===== src/hw/fcp_defines.svh =====
// Constants shared by the four-channel PWM generator
`ifndef FCP_DEFINES_SVH
`define FCP_DEFINES_SVH

// ************************************************************
// Widths
// ************************************************************
`define FCP_CNT_W 10
`define FCP_NUM_CH 4
`define FCP_PER_HI_W 2
`define FCP_PER_LO_W 8
`define FCP_SYNC_W 2

// ************************************************************
// Reset values and special compare codes
// ************************************************************
`define FCP_CNT_RST 10'h000
`define FCP_PER_RST 10'h3FF
`define FCP_CMP_RST 10'h000
`define FCP_CMP_MIN 10'h000
`define FCP_CMP_MAX 10'h3FF
`define FCP_PWM_RST 4'h0
`define FCP_SYNC_RST 2'h0
`define FCP_STRAP_WAIT 2'h2

`endif


===== src/hw/fcp_pkg.sv =====
// Types for the four-channel PWM generator
`include "fcp_defines.svh"

package fcp_pkg;

    // ************************************************************
    // Data and state types
    // ************************************************************
    typedef logic [`FCP_CNT_W-1:0] fcp_cnt_t;
    typedef logic [`FCP_NUM_CH-1:0] fcp_lvl_t;
    typedef logic [`FCP_NUM_CH-1:0][`FCP_CNT_W-1:0] fcp_cmp_arr_t;

    // Generator control states, one-hot
    typedef enum logic [3:0] {
        ST_INIT  = 4'b0001,
        ST_STOP  = 4'b0010,
        ST_RUN   = 4'b0100,
        ST_BRAKE = 4'b1000
    } fcp_state_e;

endpackage : fcp_pkg


===== src/hw/fcp_cnt_if.sv =====
// Counter timing bundle between the period counter and the channels
interface fcp_cnt_if;
    import fcp_pkg::*;

    fcp_cnt_t cnt;
    logic uf_evt;
    logic apply;

    // Counter drives, channels listen
    modport src (output cnt, output uf_evt, output apply);
    modport snk (input cnt, input uf_evt, input apply);

endinterface : fcp_cnt_if


===== src/hw/fcp_counter.sv =====
// Shared 10-bit down counter with period reload
`include "fcp_defines.svh"

module fcp_counter (
    input wire logic sys_clk,
    input wire logic rstn,
    input wire logic run,
    input wire logic load_bit,
    input wire fcp_pkg::fcp_cnt_t period_value,
    fcp_cnt_if.src tim
);
    import fcp_pkg::*;

    fcp_cnt_t cnt_ff;
    fcp_cnt_t shadow_ff;

    // ************************************************************
    // Underflow and load decode
    // ************************************************************
    // Underflow only while running, so a stopped counter raises nothing
    assign tim.uf_evt = run && (cnt_ff == `FCP_CNT_RST);
    assign tim.apply = tim.uf_evt && load_bit;
    assign tim.cnt = cnt_ff;

    // Counter register takes the period only on a loaded underflow
    always_ff @(posedge sys_clk or negedge rstn) begin
        if (!rstn) begin
            shadow_ff <= `FCP_PER_RST;
        end else if (tim.apply) begin
            shadow_ff <= period_value;
        end
    end

    // One step per clock, no prescaler; hold when stopped
    always_ff @(posedge sys_clk or negedge rstn) begin
        if (!rstn) begin
            cnt_ff <= `FCP_CNT_RST;
        end else if (tim.apply) begin
            cnt_ff <= period_value;
        end else if (tim.uf_evt) begin
            cnt_ff <= shadow_ff;
        end else if (run) begin
            cnt_ff <= cnt_ff - 10'h001;
        end
    end
endmodule : fcp_counter


===== src/hw/fcp_channel.sv =====
// One PWM channel: compare shadow and output level decision
`include "fcp_defines.svh"

module fcp_channel (
    input wire logic sys_clk,
    input wire logic rstn,
    input wire fcp_pkg::fcp_cnt_t channel_compare,
    fcp_cnt_if.snk tim,
    output logic nxt_level
);
    import fcp_pkg::*;

    fcp_cnt_t cmp_ff;

    // New width waits for the loaded underflow, avoiding mid-period glitches
    always_ff @(posedge sys_clk or negedge rstn) begin
        if (!rstn) begin
            cmp_ff <= `FCP_CMP_RST;
        end else if (tim.apply) begin
            cmp_ff <= channel_compare;
        end
    end

    // Low while compare exceeds count; all ones is forced low
    always_comb begin
        if (cmp_ff == `FCP_CMP_MAX) begin
            nxt_level = 1'b0;
        end else if (cmp_ff > tim.cnt) begin
            nxt_level = 1'b0;
        end else begin
            nxt_level = 1'b1;
        end
    end
endmodule : fcp_channel


===== src/hw/fcp_pwm.sv =====
// Four-channel PWM generator with brake, top level
//
// What this block does
// - Four PWM channels, each compares its own value with one shared counter.
// - After reset every output takes the level of the reset-level strap.
// - Period counter is a 10-bit down counter stepping each clock, unprescaled.
// - Underflow reloads the counter from its counter register; period is value plus one.
// - Period value joins two high-register bits above eight low-register bits.
// - Run, load and underflow together load the period; load bit then self-clears.
// - Hardware sets the underflow flag at each underflow; only software clears it.
// - Output low while compare exceeds counter, high otherwise.
// - New compare values take effect at the next loaded underflow, not at once.
// - High pulse length is period value minus compare plus one clocks.
// - Compare zero holds high; compare all ones holds low.
// - Brake comes from a software bit or an external pin, under brake control.
// - Brake pin acts on low level with polarity clear, high level with it set.
// - Brake clears the run bit and sets the brake flag.
// - Brake flag is pollable and raises the brake interrupt when enabled.
// - Releasing brake leaves outputs at the levels they held just before it.
`include "fcp_defines.svh"

module fcp_pwm #(
    parameter int CNT_W = `FCP_CNT_W,
    parameter int NUM_CH = `FCP_NUM_CH
) (
    input wire logic sys_clk,
    input wire logic rstn,
    input wire logic reset_level_select,
    input wire logic [`FCP_PER_HI_W-1:0] period_high_reg,
    input wire logic [`FCP_PER_LO_W-1:0] period_low_reg,
    input wire fcp_pkg::fcp_cmp_arr_t channel_compare,
    input wire logic run_set,
    input wire logic run_clr,
    input wire logic load_set,
    input wire logic underflow_clr,
    input wire logic brake_sw,
    input wire logic brake_pin_en,
    input wire logic brake_pin_polarity,
    input wire logic brake_pin,
    input wire logic brake_flag_clr,
    input wire logic brake_irq_en,
    output fcp_pkg::fcp_lvl_t pwm_out,
    output logic counter_run_bit,
    output logic load_bit,
    output logic underflow_flag,
    output logic brake_flag,
    output logic brake_irq,
    output fcp_pkg::fcp_cnt_t count_value
);
    import fcp_pkg::*;

    // ************************************************************
    // Elaboration checks
    // ************************************************************
    // The compare decode and the pin map are built for exactly this shape
    generate
        if (CNT_W != `FCP_CNT_W || NUM_CH != `FCP_NUM_CH) begin : g_bad_shape
            $error("fcp_pwm supports only a 10-bit counter with four channels");
        end
    endgenerate

    // ************************************************************
    // Declarations
    // ************************************************************
    fcp_state_e state_ff;
    fcp_state_e nxt_state;
    logic [`FCP_SYNC_W-1:0] strap_wait_ff;
    logic strap_meta_ff;
    logic strap_sync_ff;
    logic brk_meta_ff;
    logic brk_sync_ff;
    logic counter_run_bit_ff;
    logic nxt_run;
    logic load_bit_ff;
    logic underflow_flag_ff;
    logic brake_flag_ff;
    logic nxt_brake_flag;
    logic brake_irq_ff;
    fcp_lvl_t pwm_out_ff;
    fcp_lvl_t nxt_level;
    fcp_cnt_t period_value;
    logic brake_active;

    fcp_cnt_if tim ();

    // ************************************************************
    // Input synchronisers
    // ************************************************************
    // Both pins come from outside, two flops before any logic looks at them
    always_ff @(posedge sys_clk or negedge rstn) begin
        if (!rstn) begin
            brk_meta_ff <= 1'b0;
            brk_sync_ff <= 1'b0;
        end else begin
            brk_meta_ff <= brake_pin;
            brk_sync_ff <= brk_meta_ff;
        end
    end

    // Strap is a level caught after release, never during reset
    always_ff @(posedge sys_clk or negedge rstn) begin
        if (!rstn) begin
            strap_meta_ff <= 1'b0;
            strap_sync_ff <= 1'b0;
        end else begin
            strap_meta_ff <= reset_level_select;
            strap_sync_ff <= strap_meta_ff;
        end
    end

    // Counts edges until the strap has crossed both flops
    always_ff @(posedge sys_clk or negedge rstn) begin
        if (!rstn) begin
            strap_wait_ff <= `FCP_SYNC_RST;
        end else if (strap_wait_ff != `FCP_STRAP_WAIT) begin
            strap_wait_ff <= strap_wait_ff + 2'h1;
        end
    end

    // ************************************************************
    // Brake source and period assembly
    // ************************************************************
    // Pin level compared against the polarity bit; software brake is level too
    assign brake_active = brake_sw || (brake_pin_en && (brk_sync_ff == brake_pin_polarity));
    assign period_value = {period_high_reg, period_low_reg};

    // ************************************************************
    // Control state machine
    // ************************************************************
    // Run may only restart once brake has gone; release lands in stop
    always_comb begin
        nxt_state = state_ff;
        case (state_ff)
            ST_INIT: begin
                if (strap_wait_ff == `FCP_STRAP_WAIT) begin
                    nxt_state = ST_STOP;
                end
            end
            ST_STOP: begin
                if (brake_active) begin
                    nxt_state = ST_BRAKE;
                end else if (run_set) begin
                    nxt_state = ST_RUN;
                end
            end
            ST_RUN: begin
                if (brake_active) begin
                    nxt_state = ST_BRAKE;
                end else if (run_clr) begin
                    nxt_state = ST_STOP;
                end
            end
            ST_BRAKE: begin
                if (!brake_active) begin
                    nxt_state = ST_STOP;
                end
            end
            default: begin
                nxt_state = ST_INIT;
            end
        endcase
    end

    assign nxt_run = (nxt_state == ST_RUN);

    always_ff @(posedge sys_clk or negedge rstn) begin
        if (!rstn) begin
            state_ff <= ST_INIT;
        end else begin
            state_ff <= nxt_state;
        end
    end

    // Run bit follows the machine; brake entry clears it
    always_ff @(posedge sys_clk or negedge rstn) begin
        if (!rstn) begin
            counter_run_bit_ff <= 1'b0;
        end else begin
            counter_run_bit_ff <= nxt_run;
        end
    end

    // ************************************************************
    // Counter and channels
    // ************************************************************
    fcp_counter u_counter (
        .sys_clk(sys_clk),
        .rstn(rstn),
        .run(counter_run_bit_ff),
        .load_bit(load_bit_ff),
        .period_value(period_value),
        .tim(tim)
    );

    // One compare slice per channel on the shared count
    generate
        for (genvar ch = 0; ch < NUM_CH; ch++) begin : g_ch
            fcp_channel u_channel (
                .sys_clk(sys_clk),
                .rstn(rstn),
                .channel_compare(channel_compare[ch]),
                .tim(tim),
                .nxt_level(nxt_level[ch])
            );
        end
    endgenerate

    // ************************************************************
    // Flags
    // ************************************************************
    // A new load request in the apply cycle survives, set wins
    always_ff @(posedge sys_clk or negedge rstn) begin
        if (!rstn) begin
            load_bit_ff <= 1'b0;
        end else if (load_set) begin
            load_bit_ff <= 1'b1;
        end else if (tim.apply) begin
            load_bit_ff <= 1'b0;
        end
    end

    // Sticky underflow; an underflow in the clear cycle is kept
    always_ff @(posedge sys_clk or negedge rstn) begin
        if (!rstn) begin
            underflow_flag_ff <= 1'b0;
        end else if (tim.uf_evt) begin
            underflow_flag_ff <= 1'b1;
        end else if (underflow_clr) begin
            underflow_flag_ff <= 1'b0;
        end
    end

    // Brake flag stays set while brake persists, even against a clear
    assign nxt_brake_flag = brake_active || (brake_flag_ff && !brake_flag_clr);

    always_ff @(posedge sys_clk or negedge rstn) begin
        if (!rstn) begin
            brake_flag_ff <= 1'b0;
            brake_irq_ff <= 1'b0;
        end else begin
            brake_flag_ff <= nxt_brake_flag;
            brake_irq_ff <= nxt_brake_flag && brake_irq_en;
        end
    end

    // ************************************************************
    // Output levels
    // ************************************************************
    // Outputs follow compare only while running; brake and stop freeze them
    always_ff @(posedge sys_clk or negedge rstn) begin
        if (!rstn) begin
            pwm_out_ff <= `FCP_PWM_RST;
        end else if (state_ff == ST_INIT && nxt_state == ST_STOP) begin
            pwm_out_ff <= {NUM_CH{strap_sync_ff}};
        end else if (counter_run_bit_ff) begin
            pwm_out_ff <= nxt_level;
        end
    end

    assign pwm_out = pwm_out_ff;
    assign counter_run_bit = counter_run_bit_ff;
    assign load_bit = load_bit_ff;
    assign underflow_flag = underflow_flag_ff;
    assign brake_flag = brake_flag_ff;
    assign brake_irq = brake_irq_ff;
    assign count_value = tim.cnt;
endmodule : fcp_pwm


===== config.mk =====
export PLATFORM = sky130hd
export DESIGN_NAME = fcp_pwm
export DESIGN_NICKNAME = d
export VERILOG_FILES = /design/src/hw/fcp_pkg.sv /design/src/hw/fcp_cnt_if.sv /design/src/hw/fcp_counter.sv /design/src/hw/fcp_channel.sv /design/src/hw/fcp_pwm.sv
export VERILOG_INCLUDE_DIRS = /design/src /design/src/hw
export SDC_FILE = /design/constraint.sdc
export NUM_CORES = 1
export LEC_CHECK = 0
export ABC_AREA = 1
export BUFFER_PORTS_ARGS = -buffer_cell sky130_fd_sc_hd__buf_4
export CAP_MARGIN = 40
export CORE_AREA = 2 2 100 140
export CTS_BUF_LIST = sky130_fd_sc_hd__clkbuf_8
export CTS_CLUSTER_DIAMETER = 30
export DETAILED_ROUTE_END_ITERATION = 12
export DIE_AREA = 0 0 102 142
export HOLD_SLACK_MARGIN = 0.08
export MAX_ROUTING_LAYER = met4
export SYNTH_ARGS = -nofsm -noshare
export SYNTH_HDL_FRONTEND = slang
export SYNTH_SLANG_ARGS = --single-unit

===== constraint.sdc =====
create_clock -name sys_clk -period 5.6 [get_ports sys_clk]
set_input_delay 0.84 -clock sys_clk [delete_from_list [all_inputs] [get_ports sys_clk]]
set_output_delay 0.84 -clock sys_clk [all_outputs]
set_load 0.1 [all_outputs]

==> results of run 1 <==
-- flip-flops by register name, summed over array words and instances (netlist names), 2 cells and up --
signal and flops:
u_counter.shadow_ff 10, u_counter.tim.cnt 10, pwm_out 4, strap_wait_ff 2, g_ch.u_channel.cmp_ff 40, state_ff 4
-- cell type report --
| class | instances | area share |
|---|---|---|
| Multi-Input combinational cell | 442 | 0.406 |
| Clock buffer | 9 | 0.0222 |
| Inverter | 53 | 0.0356 |
| Sequential cell | 79 | 0.357 |
| Clock inverter | 7 | 0.0202 |
| Timing Repair Buffer | 83 | 0.119 |
| Tap cell | 182 | 0.0408 |
-- synth_stat cells, types with 5 or more instances --
library cell,count,area share
nand2_1,230,0.19
dfrtp_1,68,0.38
nor2_1,55,0.046
inv_1,51,0.042
ha_1,42,0.12
nand3_1,37,0.041
o21ai_0,21,0.023
a21oi_1,15,0.017
nand4_1,12,0.017
dfstp_2,11,0.064
buf_2,8,0.0088
nor3_1,5,0.0055
o21bai_1,5,0.0083
-- worst min-delay path by stage --
stage / start / endpoint / slack [ns] / depth (start not counted)
after global placement: strap_meta_ff / strap_sync_ff / 0.34 / 0
after global routing: strap_meta_ff / strap_sync_ff / 0.37 / 0
final: strap_meta_ff / strap_sync_ff / 0.36 / 0
after floorplan: brk_meta_ff / brk_sync_ff / 0.33 / 0
after CTS: strap_meta_ff / strap_sync_ff / 0.36 / 0
after detailed placement: strap_meta_ff / strap_sync_ff / 0.34 / 0
-- kinds of logic (layout without fill, tap and decap cells) --
logic type / after synthesis / count (layout) / share of synthesized area
AOI/OAI and AO/OA: 52 / 52 / 0.0658
xor gates and xnor gates: 3 / 3 / 0.00581
adders and majority gates: 42 / 42 / 0.116
buffers and inverters: 67 / 152 / 0.0603
DFF: 79 / 79 / 0.440
muxes: 1 / 1 / 0.00221
and+or+nand+nor: 344 / 344 / 0.310
-- cell usage in the layout, fill, tap and decap left out, types with 5 or more instances in the layout --
cell,synthesis,routed
buf_4,1,81
nand4_1,12,12
dfrtp_1,68,68
nand2_1,230,230
ha_1,42,42
nand3_1,37,37
inv_1,51,52
o21ai_0,21,21
clkbuf_8,0,9
nor3_1,5,5
nor2_1,55,55
o21bai_1,5,5
dfstp_2,11,11
a21oi_1,15,15
-- power breakdown --
part / total (W) / switching (W) / internal (W)
Sequential: 0.000701 / 0.0000718 / 0.000629
Clock: 0.000503 / 0.000209 / 0.000294
Combinational: 0.00105 / 0.000736 / 0.000314
Total: 0.00225 / 0.00102 / 0.00124
-- per-stage QoR --
step	std cells	setup WS (ns)	power [W]	instance area [um^2]	hold slack (ns)
after floorplan	588	3.14	0.00148	4520	0.331
after global placement	837	2.61	0.00174	5290	0.338
after detailed placement	839	2.76	0.00177	5350	0.344
after CTS	855	2.75	0.00228	5580	0.359
after global routing	855	2.50	0.00242	5580	0.372
final	855	2.79	0.00225	5580	0.358
-- layer usage --
layer | wire length [um] | vias up | part of all wire
met4 | 298 | 0 | 0.026
met1 | 4890 | 1833 | 0.43
met2 | 5710 | 77 | 0.50
li1 | - | 2036 | -
met5 | 0 | - | 0
met3 | 467 | 18 | 0.041
==> impl_metrics.toml, run 1 <==
[status]
status = "completed"

[floorplanning]
pin_count = 82
die_width_um = 102
die_h_um = 142
dieArea_mm2 = 0.0145
start_util = 0.341
floorplan.rows = 50
core_area_mm2 = 0.0133

[yosys]
synth-edff-count = 0
syn_area_mm2 = 0.00452
yosysWarnings = 0
yosys_register_bits = 79
yosysUniqueCellTypes = 29
syn_nets = 693
synth_seq_area_share = 0.440
synth_flop_cell = "dfrtp_1"
ys_async_sr_fraction = 1.00
syn_area_per_cell_um2 = 7.69
synth_cells = 588

[cts]
htree_levels = 3
cts_setup_buffers = 0
clock-sinks = 79
cts_resized = 0
cts_hold_buf = 0
clk_pin_slew_ns = 0.08
numCtsBuffers = 9
clockRootBuffer = "clkbuf_8"
cts_tree = "done"
cts.path.max_buffers = 2
clock_latency_ns = 0.36

[critical_path]
reg2regPathDepth = 9
endpoint = "u_counter.tim.cnt[3]"
crit_path_end_kind = "register"
cp-startpoint = "counter_run_bit"
cp_common_cell = "nand2_1"
slowest_stage = "dfrtp_1"
critical_path.cell_chain = "inv_2 -> nor2_4 -> nand3_1 -> nor2_4 -> buf_16 -> nand2_1 -> nand2_1 -> nand2_1 -> nand2_1"
r2r_slack_ns = 2.79
critPathArrivalTime_ns = 3.12
worst_ep_required_time_ns = 5.90
crit_cells = 9
startpoint_type = "register"
r2r_start = "counter_run_bit"
cp_num_buf_inv = 2
slowest_delay_ns = 0.72
critical_path_class = "reg2reg"
critical_path.max_fanout = 28
rr_endpoint = "u_counter.tim.cnt[3]"
cpLargestDelayFamily = "simple AND/OR/NAND/NOR gates"

[timing]
period_needed_ns = 2.81
setup_tns_ns = 0
grt_setup_unrepaired = "false"
slew_violations = 0
skew_ns = 0.0107
finalCritPeriodShare = 0.502
worstMarginPinSlew_ns = 0.767
setup_violations = 0
hold_viol_final = 0
maxSlewHeadroom = 0.487
fmax_mhz = 355

[drt]
ant_nets = 0
viasPerCell = 4.64
drcViolationCount = 0
routed_wl_um = 11400
route.vias.total = 3964
first_iter_violations = 116
wl_per_cell_um = 13.3
dr.pass1.iters = 5

[min_path]
worstHoldPathType = "reg2reg"

[placed_design]
io_buffer_count = 81
hpwl_um = 8760
gp_congestion = 0.880

[layout]
multi_input_area_mm2 = 0.00227
area_growth_pct = 23.4
final-seq-area_mm2 = 0.00199
drive_gt1_frac = 0.172
num_antenna_cells = 0
nNetsFinal = 773
final_util = 0.421
fillers = 1417

[global_routing]
grt_use_met2 = 0.300
grt_antenna_before_repair = 0
grt_usage = 0.174
grt_max_degree = 46
grt_pass1_vias = 4197
top_usage_layer = "met2"
grtUsageMet3 = 0.0309
grt_pass1_wl_um = 19200
grt_overflow = 0
gr-usage-met1 = 0.200

[job]
drv_cap = 0

[pwr]
p_leak_nw = 2.95
power_per_cell_area_mw_per_mm2 = 404
peakVddDrop_uv = 163
Power figures use the tool's default switching activity.
==> run 2, diff against run 1 <==
clock period = 2.8 ns   (was 5.6 ns; I/O delays follow)
==> run 2 against run 1 <==
Routed wire length is 2.4% higher. Register-to-register slack worse by 2.2 ns. Critical path depth rose by 1. Cell count grew 0.58%. Final area increased by 0.27%. Hold slack got worse by 0.20 ns. Clock-buffer cell count up 2. Sequential power up 100%. Via count increased by 0.25%. Clock skew decreased by 0.00066 ns. Sequential share of layout area down 0.096 points. Critical path type unchanged. Largest cell class unchanged. Highest routed layer unchanged.
==> impl_metrics.toml, run 2 (synthesis results as in run 1) <==
[status]
status = "completed"

[job]
drv_cap = 0

[placed_design]
io_buffer_count = 81
gp_congestion = 0.875
hpwl_um = 8940
post_dp_cell_area_mm2 = 0.00536
dpl.cell_count = 843

[timing]
fmax_mhz = 447
skew_ns = 0.0100
finalCritPeriodShare = 0.798
maxSlewHeadroom = 0.644
worstMarginPinSlew_ns = 0.534
period_needed_ns = 2.23
grt_setup_unrepaired = "false"
slew_violations = 0
setup_tns_ns = 0
setup_violations = 0
hold_viol_final = 0

[critical_path]
critPathArrivalTime_ns = 2.49
worst_ep_required_time_ns = 3.06
critical_path.max_fanout = 39
r2r_start = "u_counter.tim.cnt[0]"
critical_path_class = "reg2reg"
startpoint_type = "register"
reg2regPathDepth = 10
crit_path_end_kind = "register"
rr_endpoint = "g_ch[3].u_channel.cmp_ff[5]"
r2r_slack_ns = 0.57

[global_routing]
grt_pass1_vias = 3932
grt_antenna_before_repair = 0
grt_max_degree = 57
grt_overflow = 0
grt_usage = 0.173
grt_pass1_wl_um = 18800

[min_path]
min_to = "brk_meta_ff"
min_path_cells = 1
worstHoldPathType = "in2reg"
min-delay-start = "brake_pin"

[pwr]
peakVddDrop_uv = 316
combPwrFrac = 0.471
power.total_w = 0.00449
p_int_w = 0.00244
p_leak_nw = 2.96
switching_power_w = 0.00205
clkPwrFrac = 0.219
power_per_cell_area_mw_per_mm2 = 803
p_seq_frac = 0.310
netSwitchingFraction = 0.457

[layout]
final_util = 0.422
area_growth_pct = 23.7
drive_gt1_frac = 0.178
instances_no_fill = 860
num_antenna_cells = 0
mostFrequentLayoutCell = "nand2_1"
fillers = 1433
regMostFlops = "g_ch.u_channel.cmp_ff"
largest_register_ffs = 40
final_cell_mix = "nand2_1, buf_4, dfrtp_1, nor2_1, inv_1"
nNetsFinal = 778
final_area_mm2 = 0.00560

[cts]
clk_pin_slew_ns = 0.08
cts_tree = "done"
htree_levels = 3
clock_latency_ns = 0.37
clockRootBuffer = "clkbuf_8"
numCtsBuffers = 9
cts.path.max_buffers = 2
clock-sinks = 79
cts_resized = 0

[drt]
dr.pass1.iters = 4
first_iter_violations = 146
wl_per_cell_um = 13.5
routed_wl_um = 11600
ant_nets = 0
drcViolationCount = 0
route.vias.total = 3974
viasPerCell = 4.62

[floorplanning]
floorplan.rows = 50
start_util = 0.341
pin_count = 82
dieArea_mm2 = 0.0145
core_area_mm2 = 0.0133
die_width_um = 102
die_h_um = 142
==> run 2: cell types whose count changed in the layout (fill, tap and decap cells not counted), sizes merged <==
cell         before  now
buf              83   87
bufinv            3    2
dlygate4sd3       0    1
clkinvlp          0    2
inv              54   53
clkinv            3    1
clkbuf            9   11
==> run 2: cell type report <==
class | instances | area (um^2) | area share
clock inverter | 5 | 80.1 | 0.0143
inverter | 53 | 199 | 0.0355
timing repair buffer | 88 | 683 | 0.122
tap | 182 | 228 | 0.0407
clock buffer | 11 | 151 | 0.0270
multi-input combinational | 442 | 2270 | 0.405
sequential | 79 | 1990 | 0.356
==> run 2: worst max-delay path: stages, from the launching register on <==
cell and delay [ns]:
dfrtp_1 0.50, inv_1 0.19, ha_1 0.23, inv_1 0.05
nor2_1 0.12, nand3_1 0.16, nor3_4 0.29, nand2_2 0.13
buf_4 0.27, nand2_1 0.11, nand2_1 0.05
==> run 2: metrics by stage <==
step	setup WS, ns	hold slack [ns]
after CTS	0.575	0.145
final	0.565	0.158
after global placement	0.691	0.335
after detailed placement	0.597	0.339
after floorplan	0.337	0.124
after global routing	0.353	0.142
==> run 2: how the worst max path moves through the flow <==
stage                    startpoint                     endpoint  cells after the start
2_1_floorplan  u_counter.tim.cnt[0]         u_counter.tim.cnt[7]                     11
3_3_place_gp   u_counter.tim.cnt[1]  g_ch[3].u_channel.cmp_ff[7]                     10
3_5_place_dp   u_counter.tim.cnt[0]  g_ch[3].u_channel.cmp_ff[7]                     10
4_1_cts        u_counter.tim.cnt[0]  g_ch[3].u_channel.cmp_ff[7]                     10
5_1_grt        u_counter.tim.cnt[0]  g_ch[3].u_channel.cmp_ff[9]                     10
6_report       u_counter.tim.cnt[0]  g_ch[3].u_channel.cmp_ff[5]                     10
==> run 2: metal layers <==
metal / share of wire / GRT usage
met1: 0.43 / 0.202
met5: 0 / -
met3: 0.036 / 0.0290
met2: 0.51 / 0.292
met4: 0.027 / 0.0723
==> run 2: timing repair <==
| item | CTS | global route |
|---|---|---|
| setup buffers | 0 | 0 |
| hold buffers | 1 | 0 |
| hold endpoints to repair | 18 | 0 |
==> run 2: power groups by stage <==
| stage | clock network (W) | logic [W] | registers, W |
|---|---|---|---|
| after floorplan | 0 | 0.000952 | 0.00200 |
| after global placement | 0 | 0.00206 | 0.00141 |
| after detailed placement | 0 | 0.00212 | 0.00142 |
| after CTS | 0.00100 | 0.00214 | 0.00140 |
| after global routing | 0.00106 | 0.00235 | 0.00141 |
| final | 0.000983 | 0.00212 | 0.00140 |
